--- config.mk ---
export PLATFORM = sky130hd
export DESIGN_NAME = ssc_step_sequencer
export DESIGN_NICKNAME = d
export VERILOG_FILES = /design/src/inc/ssc_pkg.sv /design/src/verilog/ssc_step_sequencer.sv /design/src/verilog/ssc_sine_rom.sv
export VERILOG_INCLUDE_DIRS = /design/src /design/src/inc
export SDC_FILE = /design/constraint.sdc
export NUM_CORES = 1
export LEC_CHECK = 0
export ABC_AREA = 1
export BUFFER_PORTS_ARGS = -buffer_cell sky130_fd_sc_hd__clkbuf_2
export CORE_ASPECT_RATIO = 1.5
export CORE_MARGIN = 2
export CORE_UTILIZATION = 55
export CTS_CLUSTER_DIAMETER = 40
export CTS_CLUSTER_SIZE = 28
export DETAILED_ROUTE_END_ITERATION = 8
export GPL_TIMING_DRIVEN = 1
export HOLD_SLACK_MARGIN = 0.12
export PLACE_DENSITY = 0.79
export SLEW_MARGIN = 20
export SYNTH_ARGS = -nofsm -noshare
export SYNTH_HDL_FRONTEND = slang
export SYNTH_HIERARCHICAL = 1
export SYNTH_SLANG_ARGS = --single-unit
--- constraint.sdc ---
create_clock -name core_clk -period 3.71 [get_ports core_clk]
set_clock_uncertainty 0.1 [all_clocks]
set_input_delay 0 -clock core_clk [delete_from_list [all_inputs] [get_ports core_clk]]
set_output_delay 0 -clock core_clk [all_outputs]
set_load 0.01 [all_outputs]
--- src/inc/ssc_consts.svh ---
// Constants for the step sequencer control block: angles, levels, timing.
// Assumes a single 50 MHz core clock; included by bare name.
`ifndef SSC_CONSTS_SVH
`define SSC_CONSTS_SVH

// Electrical angle: 128 positions per period, 32 per quadrant
`define SSC_ANGLE_W          7
`define SSC_ANGLE_HOME       7'h10
`define SSC_ANGLE_RESET      7'h10
`define SSC_QUAD_STEPS       6'h20

// Step sizes in 1/32 step units
`define SSC_STEP_FULL        7'h20
`define SSC_STEP_HALF        7'h10
`define SSC_STEP_QUARTER     7'h08
`define SSC_STEP_EIGHTH      7'h04
`define SSC_STEP_SIXTEENTH   7'h02
`define SSC_STEP_THIRTYSEC   7'h01

// Current levels, 8'hFF is 100 %
`define SSC_LEVEL_W          8
`define SSC_LEVEL_71         8'hB4
`define SSC_LEVEL_FULL       8'hFF

// Timing
`define SSC_CLK_PERIOD_NS    20
`define SSC_SETTLE_TIME_NS   500000
`define SSC_SETTLE_CYCLES    ((`SSC_SETTLE_TIME_NS + `SSC_CLK_PERIOD_NS - 1) / `SSC_CLK_PERIOD_NS)
`define SSC_FCLR_TIME_NS     200000
`define SSC_FCLR_CYCLES      ((`SSC_FCLR_TIME_NS + `SSC_CLK_PERIOD_NS - 1) / `SSC_CLK_PERIOD_NS)
`define SSC_CNT_W            15

`endif

--- src/inc/ssc_pkg.sv ---
// Types for the step sequencer control block.
// Assumes ssc_consts.svh is on the include path.
`include "ssc_consts.svh"

package ssc_pkg;

    // Step resolution select, first select input most significant
    typedef enum logic [2:0] {
        SSC_RES_FIXED     = 3'b000,
        SSC_RES_FULL      = 3'b001,
        SSC_RES_HALF_A    = 3'b010,
        SSC_RES_QUARTER   = 3'b011,
        SSC_RES_HALF_B    = 3'b100,
        SSC_RES_EIGHTH    = 3'b101,
        SSC_RES_SIXTEENTH = 3'b110,
        SSC_RES_THIRTYSEC = 3'b111
    } ssc_res_e;

    // Power state of the block
    typedef enum logic [1:0] {
        SSC_ST_STANDBY = 2'b00,
        SSC_ST_SETTLE  = 2'b01,
        SSC_ST_RUN     = 2'b10
    } ssc_fsm_e;

    // Control inputs as sampled together
    typedef struct packed {
        logic       standby_n;
        logic       output_enable;
        logic       angle_init;
        logic       step_pulse;
        logic       direction_select;
        logic [2:0] step_res_sel;
        logic       over_temp_det;
        logic       over_current_det;
        logic       load_open_det;
        logic       stall_det;
    } ssc_ctrl_s;

    // Drive towards the bridge: polarity per phase and current level
    typedef struct packed {
        logic       phase_a_pos_out;
        logic       phase_a_neg_out;
        logic       phase_b_pos_out;
        logic       phase_b_neg_out;
        logic [7:0] phase_a_level;
        logic [7:0] phase_b_level;
    } ssc_drive_s;

endpackage : ssc_pkg

--- src/verilog/ssc_step_sequencer.sv ---
// Step sequencer control: electrical angle counter, drive levels and flags.
// Assumes control inputs asynchronous to core_clk; pull-downs sit at the pads.
//
// Behaviour
// Standby input low: oscillators stopped, no drive switching.
// After standby release, drive held off for 0.5 ms settling.
// Enabled, not initialising: step on each pulse, direction high counts up.
// Initialise high: angle held at home, step and direction ignored.
// Output enable low: all four motor outputs high impedance.
// Angle keeps stepping while outputs are disabled.
// Standby overrides output enable.
// Resolutions full to 1/32 step via three select inputs.
// Host keeps step pulse rate at or below 100 kHz.
// Home flag is open drain: pulls low or releases, never high.
// Open-drain fault flag for over-temperature, overcurrent, load open.
// Separate open-drain stall flag.
// Undriven inputs read low, so an open standby input means standby.
// Rising step edge advances angle by one step in chosen direction.
// Select 000 fixed 71 %, then full, half a, quarter, half b, 1/8, 1/16, 1/32.
// Resolution change applies at the next rising step edge.
// Home flag pulls low exactly at the 45 degree home angle.
// Angle wraps modulo one electrical period, up or down.
// Inputs synchronised first; step edges detected after synchronisation.
`timescale 1ns/1ps
`default_nettype none

module ssc_step_sequencer
    import ssc_pkg::*;
#(
    parameter int SETTLE_CYCLES = `SSC_SETTLE_CYCLES,
    parameter int FCLR_CYCLES   = `SSC_FCLR_CYCLES
) (
    input  wire logic       core_clk,
    input  wire logic       reset,
    input  wire logic       standby_n,
    input  wire logic       output_enable,
    input  wire logic       angle_init,
    input  wire logic       step_pulse,
    input  wire logic       direction_select,
    input  wire logic       step_res_sel0,
    input  wire logic       step_res_sel1,
    input  wire logic       step_res_sel2,
    input  wire logic       over_temp_det,
    input  wire logic       over_current_det,
    input  wire logic       load_open_det,
    input  wire logic       stall_det,
    output logic            oscillators_run,
    output logic            phase_a_pos_out,
    output logic            phase_a_neg_out,
    output logic            phase_b_pos_out,
    output logic            phase_b_neg_out,
    output logic            phase_out_oe_n,
    output logic      [7:0] phase_a_level,
    output logic      [7:0] phase_b_level,
    output logic            angle_home_flag_n,
    output logic            angle_home_flag_oe_n,
    output logic            fault_flag_n,
    output logic            fault_flag_oe_n,
    output logic            stall_flag_n,
    output logic            stall_flag_oe_n
);

    localparam logic [14:0] SETTLE_LAST = 15'(SETTLE_CYCLES - 1);
    localparam logic [14:0] FCLR_LAST   = 15'(FCLR_CYCLES - 1);

    // Whole state of the block
    typedef struct packed {
        ssc_ctrl_s  sync1;
        ssc_ctrl_s  sync2;
        logic       step_prev;
        ssc_fsm_e   fsm;
        logic [14:0] settle_cnt;
        logic [14:0] fclr_cnt;
        ssc_res_e   res;
        logic [6:0] angle;
        logic       a_pos_d1;
        logic       b_pos_d1;
        logic [1:0] ovr_d1;
        logic       fault_latch;
        logic       osc_run;
        ssc_drive_s drv;
        logic       drv_oe_n;
        logic       home_oe_n;
        logic       fault_oe_n;
        logic       stall_oe_n;
    } ssc_state_s;

    ssc_state_s state_q;
    ssc_state_s state_d;
    ssc_ctrl_s  ctrl_in;
    logic [5:0] rom_addr_a;
    logic [5:0] rom_addr_b;
    logic [7:0] rom_a_q;
    logic [7:0] rom_b_q;
    logic       step_edge;

    // Step size in 1/32 units for each resolution
    function automatic logic [6:0] step_size(input ssc_res_e r);
        logic [6:0] s;
        s = 7'h00;
        case (r)
            SSC_RES_FULL:                  s = `SSC_STEP_FULL;
            SSC_RES_HALF_A, SSC_RES_HALF_B: s = `SSC_STEP_HALF;
            SSC_RES_QUARTER:               s = `SSC_STEP_QUARTER;
            SSC_RES_EIGHTH:                s = `SSC_STEP_EIGHTH;
            SSC_RES_SIXTEENTH:             s = `SSC_STEP_SIXTEENTH;
            SSC_RES_THIRTYSEC:             s = `SSC_STEP_THIRTYSEC;
            default:                       s = 7'h00;
        endcase
        return s;
    endfunction : step_size

    ////////////////////////////////////////////////////////////////////////////
    // Input gathering and table

    // Pad pull-downs make undriven inputs low; no logic needed here
    assign ctrl_in = '{standby_n, output_enable, angle_init, step_pulse, direction_select,
                       {step_res_sel0, step_res_sel1, step_res_sel2},
                       over_temp_det, over_current_det, load_open_det, stall_det};

    // Edge seen only after the second stage
    assign step_edge = state_q.sync2.step_pulse && !state_q.step_prev;

    // Phase A follows cosine, phase B sine; A leads when counting up
    always_comb begin
        if (state_q.angle[5]) begin
            rom_addr_a = {1'b0, state_q.angle[4:0]};
            rom_addr_b = `SSC_QUAD_STEPS - {1'b0, state_q.angle[4:0]};
        end else begin
            rom_addr_a = `SSC_QUAD_STEPS - {1'b0, state_q.angle[4:0]};
            rom_addr_b = {1'b0, state_q.angle[4:0]};
        end
    end

    ssc_sine_rom u_rom (
        .core_clk (core_clk),
        .reset    (reset),
        .addr_a   (rom_addr_a),
        .addr_b   (rom_addr_b),
        .data_a_q (rom_a_q),
        .data_b_q (rom_b_q)
    );

    ////////////////////////////////////////////////////////////////////////////
    // Next state

    always_comb begin
        state_d = state_q;
        // Two-stage synchroniser, first stage feeds only the second
        state_d.sync1     = ctrl_in;
        state_d.sync2     = state_q.sync1;
        state_d.step_prev = state_q.sync2.step_pulse;

        // Power sequencing; standby wins over everything
        case (state_q.fsm)
            SSC_ST_STANDBY: begin
                state_d.settle_cnt = 15'h0000;
                if (state_q.sync2.standby_n) begin
                    state_d.fsm = SSC_ST_SETTLE;
                end
            end
            SSC_ST_SETTLE: begin
                state_d.settle_cnt = state_q.settle_cnt + 15'h0001;
                if (!state_q.sync2.standby_n) begin
                    state_d.fsm = SSC_ST_STANDBY;
                end else if (state_q.settle_cnt == SETTLE_LAST) begin
                    state_d.fsm = SSC_ST_RUN;
                end
            end
            SSC_ST_RUN: begin
                if (!state_q.sync2.standby_n) begin
                    state_d.fsm = SSC_ST_STANDBY;
                end
            end
            default: state_d.fsm = SSC_ST_STANDBY;
        endcase
        state_d.osc_run = (state_d.fsm != SSC_ST_STANDBY);

        // Angle counter runs whenever oscillators run, enable or not
        if (state_q.fsm != SSC_ST_STANDBY && state_q.sync2.standby_n) begin
            if (state_q.sync2.angle_init) begin
                state_d.angle = `SSC_ANGLE_HOME;
            end else if (step_edge) begin
                // Resolution sampled only on the step edge
                state_d.res = ssc_res_e'(state_q.sync2.step_res_sel);
                if (state_d.res == SSC_RES_FIXED) begin
                    state_d.angle = `SSC_ANGLE_HOME;
                end else if (state_q.sync2.direction_select) begin
                    state_d.angle = state_q.angle + step_size(state_d.res);
                end else begin
                    state_d.angle = state_q.angle - step_size(state_d.res);
                end
            end
        end

        // Polarity and override, delayed to line up with the table read
        state_d.a_pos_d1 = (state_q.angle[6:5] == 2'b00) || (state_q.angle[6:5] == 2'b11);
        state_d.b_pos_d1 = !state_q.angle[6];
        if (state_q.res == SSC_RES_FIXED) begin
            state_d.ovr_d1 = 2'b10;
        end else if ((state_q.res == SSC_RES_FULL || state_q.res == SSC_RES_HALF_A)
                     && state_q.angle[3:0] == 4'h0 && state_q.angle[4]) begin
            state_d.ovr_d1 = 2'b01; // Full drive on the diagonals
        end else begin
            state_d.ovr_d1 = 2'b00;
        end
        state_d.drv.phase_a_pos_out = state_q.a_pos_d1;
        state_d.drv.phase_a_neg_out = !state_q.a_pos_d1;
        state_d.drv.phase_b_pos_out = state_q.b_pos_d1;
        state_d.drv.phase_b_neg_out = !state_q.b_pos_d1;
        case (state_q.ovr_d1)
            2'b10: begin
                state_d.drv.phase_a_level = `SSC_LEVEL_71;
                state_d.drv.phase_b_level = `SSC_LEVEL_71;
            end
            2'b01: begin
                state_d.drv.phase_a_level = `SSC_LEVEL_FULL;
                state_d.drv.phase_b_level = `SSC_LEVEL_FULL;
            end
            default: begin
                state_d.drv.phase_a_level = rom_a_q;
                state_d.drv.phase_b_level = rom_b_q;
            end
        endcase

        // Bridge released unless running and enabled
        state_d.drv_oe_n = !(state_d.fsm == SSC_ST_RUN && state_q.sync2.output_enable);

        // Latched faults clear after enable has been low long enough; set wins
        if (state_q.sync2.output_enable || !state_q.fault_latch) begin
            state_d.fclr_cnt = 15'h0000;
        end else if (state_q.fclr_cnt != FCLR_LAST) begin
            state_d.fclr_cnt = state_q.fclr_cnt + 15'h0001;
        end
        if (state_q.fsm == SSC_ST_STANDBY) begin
            state_d.fault_latch = 1'b0;
        end else if (state_q.sync2.over_temp_det || state_q.sync2.over_current_det) begin
            state_d.fault_latch = 1'b1;
        end else if (state_q.fclr_cnt == FCLR_LAST) begin
            state_d.fault_latch = 1'b0;
        end

        // Open-drain flags; logic is unpowered in standby so all release
        if (state_d.fsm == SSC_ST_STANDBY) begin
            state_d.home_oe_n  = 1'b1;
            state_d.fault_oe_n = 1'b1;
            state_d.stall_oe_n = 1'b1;
        end else begin
            state_d.home_oe_n  = (state_d.angle != `SSC_ANGLE_HOME);
            state_d.fault_oe_n = !(state_d.fault_latch || state_q.sync2.load_open_det);
            state_d.stall_oe_n = !state_q.sync2.stall_det;
        end
    end

    ////////////////////////////////////////////////////////////////////////////
    // State register

    always_ff @(posedge core_clk or posedge reset) begin
        if (reset) begin
            state_q            <= '0;
            state_q.fsm        <= SSC_ST_STANDBY;
            state_q.res        <= SSC_RES_FIXED;
            state_q.angle      <= `SSC_ANGLE_RESET;
            state_q.drv_oe_n   <= 1'b1;
            state_q.home_oe_n  <= 1'b1;
            state_q.fault_oe_n <= 1'b1;
            state_q.stall_oe_n <= 1'b1;
        end else begin
            state_q <= state_d;
        end
    end

    // Outputs straight from state flops; flag data is constant low (open drain)
    assign oscillators_run      = state_q.osc_run;
    assign phase_a_pos_out      = state_q.drv.phase_a_pos_out;
    assign phase_a_neg_out      = state_q.drv.phase_a_neg_out;
    assign phase_b_pos_out      = state_q.drv.phase_b_pos_out;
    assign phase_b_neg_out      = state_q.drv.phase_b_neg_out;
    assign phase_out_oe_n       = state_q.drv_oe_n;
    assign phase_a_level        = state_q.drv.phase_a_level;
    assign phase_b_level        = state_q.drv.phase_b_level;
    assign angle_home_flag_n    = 1'b0;
    assign angle_home_flag_oe_n = state_q.home_oe_n;
    assign fault_flag_n         = 1'b0;
    assign fault_flag_oe_n      = state_q.fault_oe_n;
    assign stall_flag_n         = 1'b0;
    assign stall_flag_oe_n      = state_q.stall_oe_n;

    logic awake;
    assign awake = state_q.fsm != SSC_ST_STANDBY && state_q.sync2.standby_n;
endmodule : ssc_step_sequencer

`default_nettype wire

--- src/verilog/ssc_sine_rom.sv ---
// Two-port quarter-wave sine table, 33 entries, registered read data.
// Assumes addresses 0..32; higher addresses read as full scale.
`timescale 1ns/1ps
`default_nettype none

module ssc_sine_rom
    import ssc_pkg::*;
(
    input  wire logic       core_clk,
    input  wire logic       reset,
    input  wire logic [5:0] addr_a,
    input  wire logic [5:0] addr_b,
    output logic      [7:0] data_a_q,
    output logic      [7:0] data_b_q
);

    // sin(k * 90 / 32) scaled to 8'hFF
    function automatic logic [7:0] sine_lookup(input logic [5:0] k);
        logic [7:0] v;
        v = 8'hFF;
        case (k)
            6'h00: v = 8'h00; 6'h01: v = 8'h0D; 6'h02: v = 8'h19; 6'h03: v = 8'h25;
            6'h04: v = 8'h32; 6'h05: v = 8'h3E; 6'h06: v = 8'h4A; 6'h07: v = 8'h56;
            6'h08: v = 8'h62; 6'h09: v = 8'h6D; 6'h0A: v = 8'h78; 6'h0B: v = 8'h83;
            6'h0C: v = 8'h8E; 6'h0D: v = 8'h99; 6'h0E: v = 8'hA3; 6'h0F: v = 8'hAD;
            6'h10: v = 8'hB4; 6'h11: v = 8'hBD; 6'h12: v = 8'hC5; 6'h13: v = 8'hCD;
            6'h14: v = 8'hD4; 6'h15: v = 8'hDB; 6'h16: v = 8'hE1; 6'h17: v = 8'hE7;
            6'h18: v = 8'hEC; 6'h19: v = 8'hF0; 6'h1A: v = 8'hF4; 6'h1B: v = 8'hF7;
            6'h1C: v = 8'hFA; 6'h1D: v = 8'hFC; 6'h1E: v = 8'hFE;
            default: v = 8'hFF;
        endcase
        return v;
    endfunction : sine_lookup

    // Registered read keeps the table off the output timing path
    always_ff @(posedge core_clk or posedge reset) begin
        if (reset) begin
            data_a_q <= 8'h00;
            data_b_q <= 8'h00;
        end else begin
            data_a_q <= sine_lookup(addr_a);
            data_b_q <= sine_lookup(addr_b);
        end
    end

endmodule : ssc_sine_rom

`default_nettype wire

# Yosys cells after proc, flatten, opt, wreduce, memory -nomap -nowiden
# Memories as Yosys holds them, arrays and structs flattened.
# Index checks and enable logic that the tools add are counted.
# classes
addsub	5
eq_ne	19
n_mux	35
bitwise	1
reduce_logical	30
# op_table
op	n
$mux 7	15
$pmux 6 s6	1
$pmux 16 s2	1
$add 15x1->15 const B	2
$mux 15	2
$pmux 15 s2	1
$mux 8	2
$eq 15x14->1 const B	1
$eq 15x15->1 const B	1
$ne 15x14->1 const B	1
$eq 3x3->1 const B	4
$mux 6	2
$mux 2	5
$eq 3x2->1 const B	3
$eq 2x2->1 const B	4
$logic_not 1->1	8
$reduce_bool 2->1	4
$add 7x7->7	1
$ne 7x5->1 const B	1
$sub 7x7->7	1
$eq 3x1->1 const B	2
$logic_not 2->1	3
$logic_not 3->1	2
$pmux 2 s3	1
other kinds (10)	22
# word_totals
reg_bits	113
rom_bits	512
input_bits	14
output_inout_bits	28
mem_count	2
# memory_table
name	words	word_bits	read_ports	rd_ports_with_merged_regs	write_ports	line	rtl
(no name shown)	32	8	1	0	0	ssc_sine_rom.sv:21	case (k)
(no name shown)	32	8	1	0	0	ssc_sine_rom.sv:21	

# Logic depth before layout (Yosys ltp)
# Gate-level depths: netlist of the first run.
# depth
word_depth	16
depth_mapped	15
depth_no_buf	15

# Hierarchy
# Netlist of the first run, hierarchy kept.
# by_module_without_submodules
mod	instances	cells_per_inst	area_each_um2	seq_area_each_um2
ssc_step_sequencer	1	509	4458.0	2433.6
ssc_sine_rom	1	218	1488.9	400.4

# Least setup slack after synthesis of the first run
# OpenSTA, ideal clock, no wires.
# synth_timing
path_kind	register to register
startpoint	register state_q[30] in the netlist's numbering
endpoint	register u_rom.data_b_q[2]
setup_ns	0.125
arrival_ns	2.269
t_required_ns	3.485
setup_slack_ns	1.216
stages_incl_launch_ff	12
path_buffers	0
path_cell_list	dfrtp_1 > inv_1 > ha_1 > nand2_1 > o21ai_0 > inv_1 > ha_1 > nand2_1 > nor2_1 > nor2_1 > nand2_1 > nand3_1
# synth_via
elab_chain_len	4
# synth_lines
item	line	rtl
start, declared	ssc_step_sequencer.sv:88	ssc_state_s state_q;
start signal, assigned	ssc_step_sequencer.sv:269	state_q <= state_d;
$sub 6x5->6 (no source line)	n/a	
$mux 6	ssc_step_sequencer.sv:126	if (state_q.angle[5]) begin
net rom_addr_b[1]	ssc_step_sequencer.sv:92	logic [5:0] rom_addr_b;
$mem_v2 32x8	n/a	
$mux 8	ssc_sine_rom.sv:21	
end signal, assigned	ssc_sine_rom.sv:42	data_b_q <= sine_lookup(addr_b);
end, declared	ssc_sine_rom.sv:14	output logic [7:0] data_b_q
# The timed path passes the listed nets, and every way through them passes these cells.
# A chain may end at the register's enable or synchronous reset.

# Worst setup path in the final report of the first run
# layout_timing
startpoint	register state_q[30] in the netlist's numbering
endpoint	register u_rom.data_b_q[1]
# Same word-level chain as after synthesis.

==> summary.txt, run 1 <==
Worst slew margin -> 46.2%
Sink Count -> 113
Post-Layout Inst Area -> 6930 sq um
P_int -> 2.76 mW
Synthesized area -> 5950 sq um
Synthesized area per cell -> 8.18 sq um
Share of power burned in registers -> 37.5%
Fin. Hold Viols -> 0
Area growth from synthesis to layout -> 16.5%
Placed cell area -> 6150 sq um
CP Launch Type -> flip-flop
Most frequent cell after synthesis -> nand2_1
CTS tree -> built
Row cnt -> 46
Psw -> 1.28 mW
Setup repair after global routing missed its margin -> no
Combinational power share -> 23.2%
Die width -> 88.9 um
Clk slew on worst S/H paths -> 0.06 ns
Critical Path RT -> 3.91 ns
Chip Height -> 131 um
Overall Power -> 4.04 mW
Crit. End Element -> flip-flop
First-pass iteration count of the detailed router -> 4
Top post-synthesis cells by count -> nand2_1, dfrtp_1, inv_1
Cell repeated most along the worst path -> inv_1
First-pass GRT wire length -> 21.0 mm
Worst IR drop on VDD -> 0.442 mV
Max Root-Sink Buffers -> 2
Final setup viols -> 0
Worst-margin pin slew -> 0.798 ns
Die area -> 11700 sq um
Ys async rst share -> 100%
Layout cell share with drive strength beyond 1 -> 14.1%
Worst Hold Class -> primary input to flip-flop
RePlAce Congestion -> 0.920
Setup TNS Final -> 0 ns
Critical Path AT -> 3.15 ns
Most used DFF post-synth -> dfrtp_1
Static leakage -> 3.52 nW
Synth top area share -> 45.4%
Mapped Cells -> 727
Post-synth cell types -> 39
Worst path top cell family by delay -> flip-flops
Worst-path cell chain -> inv_1 > ha_1 > inv_1 > nor3_1 > xnor2_1 > inv_1 > o21ai_0 > inv_1 > nor2_1 > nand3_1 > nand2_1 > inv_1
Root Buffer -> clkbuf_16
# diodes -> 0
# IOs -> 42
DRC -> 0
Initial antenna violation count -> 0
Post-DR wirelength/cell -> 13.1 um
YS warnings -> 6
Layout Nets -> 829
Max-slew violation count -> 0
Sw Share -> 31.6%
Register area share after synthesis -> 47.7%
Drt initial violations -> 308
H-tree Lvls -> 4
Post-cts sizing count -> 0
Gr ovfl total -> 0
Vias -> 4834
CP max stage delay -> 0.63 ns
Input/output buffers -> 38
Fmax achieved -> 340 MHz
CP bufs+invs -> 5
Top post-synthesis cells by area -> dfrtp_1, nand2_1, ha_1
Fin cells -> 937
Routed WL -> 12.3 mm
Minimum clock period -> 2.94 ns
CTS Buf Count -> 17
Max stage delay cell, worst path -> dfrtp_1
Clock power frac -> 39.4%
Tcrit/Tclk final -> 79.3%
Post-detail-place hpwl -> 8.65 mm
Avg Vias per Cell -> 5.16
Vias in the first global route -> 4801
Initial Util -> 56.5%
Gr usage total -> 22.8%
Synth area leader -> dfrtp_1
EDFF count, synth -> 0
Core box area -> 10500 sq um
Register bit total from synthesis -> 113
R2r setup slk -> 0.77 ns
Largest net degree at the start of global routing -> 87
Max cap viols -> 0
Crit path kind -> flip-flop to flip-flop
Cell Count Post-Placement -> 887
Fin util -> 65.8%
Worst-skew pair later-pin latency -> 0.41 ns
Pwr Density -> 583 nW/um^2
Antenna Nets Post-Route -> 0
Max FO, Critical Path -> 21
Status -> finished, final reports clean
per-layer routing:
metal  track usage [%]  share of wire (%)  routed length (um)
met5                 0                  0                   0
met4              9.93                2.5                 308
met3              5.46                3.4                 418
met2              40.1                 55                6780
met1              25.3                 39                4790
layout by cell type, fill, tap and decap left out, types with 2 or more instances in the layout:
cell / n
nand2_1: 187
dfrtp_1: 108
inv_1: 94
nand3_1: 60
nor2_1: 58
clkbuf_2: 38
o21ai_0: 34
ha_1: 34
a21oi_1: 29
nor3_1: 18
dlygate4sd3_1: 18
clkbuf_16: 17
nand4_1: 11
or2_2: 9
inv_6: 6
buf_4: 6
o21ai_1: 5
inv_2: 5
dfstp_2: 5
nor2_2: 4
nand3_2: 4
xor2_1: 4
a211oi_1: 3
nand2_2: 3
conb_1: 3
clkinv_4: 3
inv_8: 3
o211ai_1: 3
o21a_1: 2
nor4_1: 2
xnor2_1: 2
clkbuf_8: 2
flip-flops by register name, indices dropped and copies added (netlist names), 8 cells and up:
| name | flops |
|---|---|
| state_d | 15 |
| phase_b_level | 8 |
| u_rom/data_b_q | 8 |
| phase_a_level | 8 |
| state_q | 57 |
| u_rom/data_a_q | 8 |
metrics by stage:
| stage | setup slack [ns] | hold slack, ns |
|---|---|---|
| 2_1_floorplan | 1.08 | -0.186 |
| 3_3_place_gp | 0.897 | 0.00304 |
| 3_5_place_dp | 0.765 | 0.00965 |
| 4_1_cts | 0.762 | 0.120 |
| 5_1_grt | 0.381 | 0.139 |
| 6_report | 0.767 | 0.137 |
kinds of logic (layout without fill, tap and decap cells):
family,Yosys count,in the layout,synth area share (%)
other,1,3,0.0631
and+or+nand+nor,359,359,26.2
adders and majority gates,35,35,7.49
buffers and inverters,131,195,10.1
xor gates and xnor gates,6,6,0.884
AOI/OAI and AO/OA,82,82,7.62
DFF,113,113,47.7
final cells by class:
| type | instances | area [sq um] |
|---|---|---|
| fillers | 864 | 3600 |
| flip-flops and latches | 113 | 2830 |
| multi-input cells | 485 | 2520 |
| clock buffers | 19 | 453 |
| repair buffers | 62 | 415 |
| inverters | 101 | 387 |
| well taps | 144 | 180 |
| clock inverters | 13 | 141 |
final timing paths:
| path | start | endpoint | depth (start not counted) |
|---|---|---|---|
| hold / removal | stall_det | state_d[73]$_DFF_PP0_ | 2 |
| hold reg to reg | state_d[73]$_DFF_PP0_ | state_q[73]$_DFF_PP0_ | 0 |
| min in group asynchronous | reset | u_rom/data_a_q[5]$_DFF_PP0_ | 3 |
| max in group asynchronous | reset | phase_out_oe_n$_DFF_PP1_ | 4 |
| setup / recovery | state_q[30]$_DFF_PP0_ | u_rom/data_b_q[1]$_DFF_PP0_ | 12 |
| setup reg to reg | state_q[30]$_DFF_PP0_ | u_rom/data_b_q[1]$_DFF_PP0_ | 12 |
worst reg2reg max path: stages (launching register included):
cell and delay (ns):
dfrtp_1 0.63, inv_1 0.18, ha_1 0.20, inv_1 0.05
nor3_1 0.23, xnor2_1 0.16, inv_1 0.06, o21ai_0 0.59
inv_1 0.27, nor2_1 0.19, nand3_1 0.10, nand2_1 0.06
inv_1 0.03
power groups by stage:
stage          registers [mW]  logic [mW]  clock network (mW)
2_1_floorplan            1.51       0.770                   0
3_3_place_gp             1.53       0.900                   0
3_5_place_dp             1.54       0.917                   0
4_1_cts                  1.51       0.937                1.62
5_1_grt                  1.54        1.07                1.68
6_report                 1.51       0.936                1.59
repair_timing:
action	CTS	global route
buffers inserted	0	0
endpoints found under the hold margin	109	0
hold buffers	18	0
endpoints found under the setup margin	0	0
No activity file was read; power rests on OpenSTA's default activity.
==> run 2, diff against run 1 <==
--- a/config.mk
+++ b/config.mk
@@ -6,7 +6,7 @@
 export SDC_FILE = /design/constraint.sdc
 export NUM_CORES = 1
 export LEC_CHECK = 0
-export ABC_AREA = 1
+export ABC_AREA = 0
 export BUFFER_PORTS_ARGS = -buffer_cell sky130_fd_sc_hd__clkbuf_2
 export CORE_ASPECT_RATIO = 1.5
 export CORE_MARGIN = 2
==> constraint.sdc (replaced) <==
create_clock -name core_clk -period 2.9 [get_ports core_clk]
set_clock_uncertainty 0.1 [all_clocks]
set_input_delay 0 -clock core_clk [delete_from_list [all_inputs] [get_ports core_clk]]
set_output_delay 0 -clock core_clk [all_outputs]
set_load 0.01 [all_outputs]
==> summary.txt, run 2 <==
Initial Util -> 56.8% (was 56.5%)
Cell Count Post-Placement -> 685 (was 887)
RePlAce Congestion -> 0.863 (was 0.920)
Sink Count -> 113 (unchanged)
Worst Hold Class -> primary input to async pin (was primary input to flip-flop)
Max-slew violation count -> 0 (unchanged)
Synthesized area -> 5750 sq um (was 5950 sq um)
Vias -> 4153 (was 4834)
Largest reg by FF count -> state_q (unchanged)
Pwr Density -> 746 nW/um^2 (was 583 nW/um^2)
Max cap viols -> 0 (unchanged)
Final worst setup slack -> 0.00287 ns (was 0.767 ns)
Layout cell share with drive strength beyond 1 -> 19.5% (was 14.1%)
Tcrit/Tclk final -> 99.9% (was 79.3%)
DRC -> 0 (unchanged)
CP max stage delay -> 0.41 ns (was 0.63 ns)
Largest net degree at the start of global routing -> 98 (was 87)
Fin. Hold Viols -> 0 (unchanged)
Max Root-Sink Buffers -> 2 (unchanged)
Final setup viols -> 0 (unchanged)
Input/output buffers -> 38 (unchanged)
Drt initial violations -> 269 (was 308)
Crit path kind -> flip-flop to flip-flop (unchanged)
Setup repair after global routing missed its margin -> yes (was no)
Post-DR wirelength/cell -> 16.1 um (was 13.1 um)
Ys async rst share -> 100% (unchanged)
Vias in the first global route -> 4266 (was 4801)
Worst IR drop on VDD -> 0.429 mV (was 0.442 mV)
Die width -> 87.5 um (was 88.9 um)
# IOs -> 42 (unchanged)
Max stage delay cell, worst path -> fa_2 (was dfrtp_1)
Core box area -> 10100 sq um (was 10500 sq um)
Register area share after synthesis -> 49.2% (was 47.7%)
Register bit total from synthesis -> 113 (unchanged)
Worst-path cell chain -> and3_4 > ha_4 > fa_2 > a211o_1 > a2111o_1 > and4b_1 > a211o_1 > or4_1 (was inv_1 > ha_1 > inv_1 > nor3_1 > xnor2_1 > inv_1 > o21ai_0 > inv_1 > nor2_1 > nand3_1 > nand2_1 > inv_1)
WHS -> 0.118 ns (was 0.137 ns)
Synth area leader -> dfrtp_1 (unchanged)
Fin cells -> 732 (was 937)
Worst Setup SP -> state_q[78]$_DFF_PP0_ (was state_q[30]$_DFF_PP0_)
Synthesized area per cell -> 10.5 sq um (was 8.18 sq um)
Top post-synthesis cells by area -> dfrtp_1, ha_1, xor2_1 (was dfrtp_1, nand2_1, ha_1)
Static leakage -> 3.15 nW (was 3.52 nW)
Area growth from synthesis to layout -> 18.9% (was 16.5%)
First-pass iteration count of the detailed router -> 4 (unchanged)
Chip Height -> 129 um (was 131 um)
CP endpoint -> angle_home_flag_oe_n$_DFF_PP1_ (was u_rom/data_b_q[1]$_DFF_PP0_)
Root Buffer -> clkbuf_16 (unchanged)
Worst slew margin -> 48.6% (was 46.2%)
Antenna Nets Post-Route -> 0 (unchanged)
Max FO, Critical Path -> 2 (was 21)
# diodes -> 0 (unchanged)
CP Launch Type -> flip-flop (unchanged)
FF-to-FF End -> angle_home_flag_oe_n$_DFF_PP1_ (was u_rom/data_b_q[1]$_DFF_PP0_)
Layout Nets -> 651 (was 829)
YS warnings -> 6 (unchanged)
Mapped Cells -> 548 (was 727)
Status -> finished, final reports clean (unchanged)
Gr ovfl total -> 0 (unchanged)
Cell repeated most along the worst path -> a211o_1 (was inv_1)
CTS Buf Count -> 17 (unchanged)
Worst-margin pin slew -> 0.768 ns (was 0.798 ns)
Fmax achieved -> 345 MHz (was 340 MHz)
Row cnt -> 45 (was 46)
First-pass GRT wire length -> 19.3 mm (was 21.0 mm)
Max reg flops -> 57 (unchanged)
Critical R2R Launch -> state_q[78]$_DFF_PP0_ (was state_q[30]$_DFF_PP0_)
Minimum clock period -> 2.90 ns (was 2.94 ns)
H-tree Lvls -> 4 (unchanged)
Crit. End Element -> flip-flop (unchanged)
Synth top area share -> 47.0% (was 45.4%)
Top post-synthesis cells by count -> dfrtp_1, nand2_1, nor2_1 (was nand2_1, dfrtp_1, inv_1)
Most used DFF post-synth -> dfrtp_1 (unchanged)
Pre-CTS WS -> -0.0262 ns (was 0.765 ns)
Commonest non-fill, non-tap cell in the layout -> dfrtp_1 (was nand2_1)
Die area -> 11300 sq um (was 11700 sq um)
Critical Path RT -> 3.11 ns (was 3.91 ns)
Most frequent cells in the layout -> dfrtp_1, nand2_1, nor2_1 (was nand2_1, dfrtp_1, inv_1)
Post-detail-place hpwl -> 7.62 mm (was 8.65 mm)
Clk slew on worst S/H paths -> 0.05 ns (was 0.06 ns)
Post-Layout Inst Area -> 6840 sq um (was 6930 sq um)
Critical Path AT -> 3.11 ns (was 3.15 ns)
CTS tree -> built (unchanged)
Placed cell area -> 5990 sq um (was 6150 sq um)
Worst-skew pair later-pin latency -> 0.41 ns (about the same)
Post-synth cell types -> 64 (was 39)
Gr usage total -> 22.1% (was 22.8%)
Routed WL -> 11.8 mm (was 12.3 mm)
Most frequent cell after synthesis -> dfrtp_1 (was nand2_1)
Initial antenna violation count -> 0 (unchanged)
Worst r2r path cells -> 8 (was 12)
EDFF count, synth -> 0 (unchanged)
R2r setup slk -> 0.003 ns (was 0.77 ns)
Avg Vias per Cell -> 5.67 (was 5.16)
run 2: cell type report:
type | count | area, sq um
Clock buffer | 22 | 484
Clock inverter | 10 | 203
Fill cell | 717 | 3290
Inverter | 22 | 83.8
Multi-Input combinational cell | 376 | 2600
Sequential cell | 113 | 2840
Tap cell | 117 | 146
Timing Repair Buffer | 72 | 490
run 2: routing by layer:
metal  part of all wire, %  vias to the layer above  GRT usage [%]  wire length (um)
li1                      -                     1987              -                 -
met1                    38                     2071           22.5              4490
met2                    57                       74           41.1              6720
met3                   2.7                       21           5.80               321
met4                   1.9                        0           10.0               219
met5                     0                        -              0                 0
run 2: timing repair:
item                                   CTS  global route
setup buffers                            1             1
resized for setup                        1             4
hold buffers                            13             0
endpoints found under the hold margin  125             0
setup endpoints to repair                1             1
pin swaps                                2             2
run 2: kinds of logic after synthesis:
family                     count (synthesis)  share of synthesized area [%]
adders and majority gates                 35                           7.74
muxes                                     12                           2.17
DFF                                      113                           49.2
other                                      1                         0.0652
AOI/OAI and AO/OA                        100                           11.9
buffers and inverters                     61                           6.59
xor gates and xnor gates                  33                           5.02
and+or+nand+nor                          193                           17.3
run 2: worst min path at each step:
stage | slack [ns] | start | cells after the start | to
after floorplan | -0.19 | reset | 1 | u_rom/data_a_q[0]$_DFF_PP0_
after global placement | -0.008 | reset | 2 | u_rom/data_b_q[3]$_DFF_PP0_
after detailed placement | 0.006 | reset | 2 | u_rom/data_b_q[3]$_DFF_PP0_
after CTS | 0.13 | reset | 3 | u_rom/data_b_q[7]$_DFF_PP0_
after global routing | 0.13 | angle_init | 2 | state_d[82]$_DFF_PP0_
final | 0.12 | reset | 3 | u_rom/data_b_q[4]$_DFF_PP0_
run 2: worst max-delay path, delay by kind of cell, from the launching register on:
family / cells / cell delay [ns]
adders and majority gates: 2 / 0.58
and+or+nand+nor: 3 / 0.80
AOI/OAI and AO/OA: 3 / 0.95
DFF: 1 / 0.38
run 2: power breakdown:
group          total (mW)  internal (mW)  leakage (nW)  switching (mW)
clock                2.38           1.70         0.336           0.682
combinational       0.834          0.348          1.43           0.486
sequential           1.89           1.79          1.39          0.0947
run 2: through the flow:
step	utilization [%]	setup TNS (ns)	power, mW
after floorplan	-	0	2.58
after global placement	59.1	0	2.68
after detailed placement	59.1	-0.0262	2.71
after CTS	67.3	0	5.12
after global routing	67.5	-0.0170	5.32
final	67.5	0	5.10
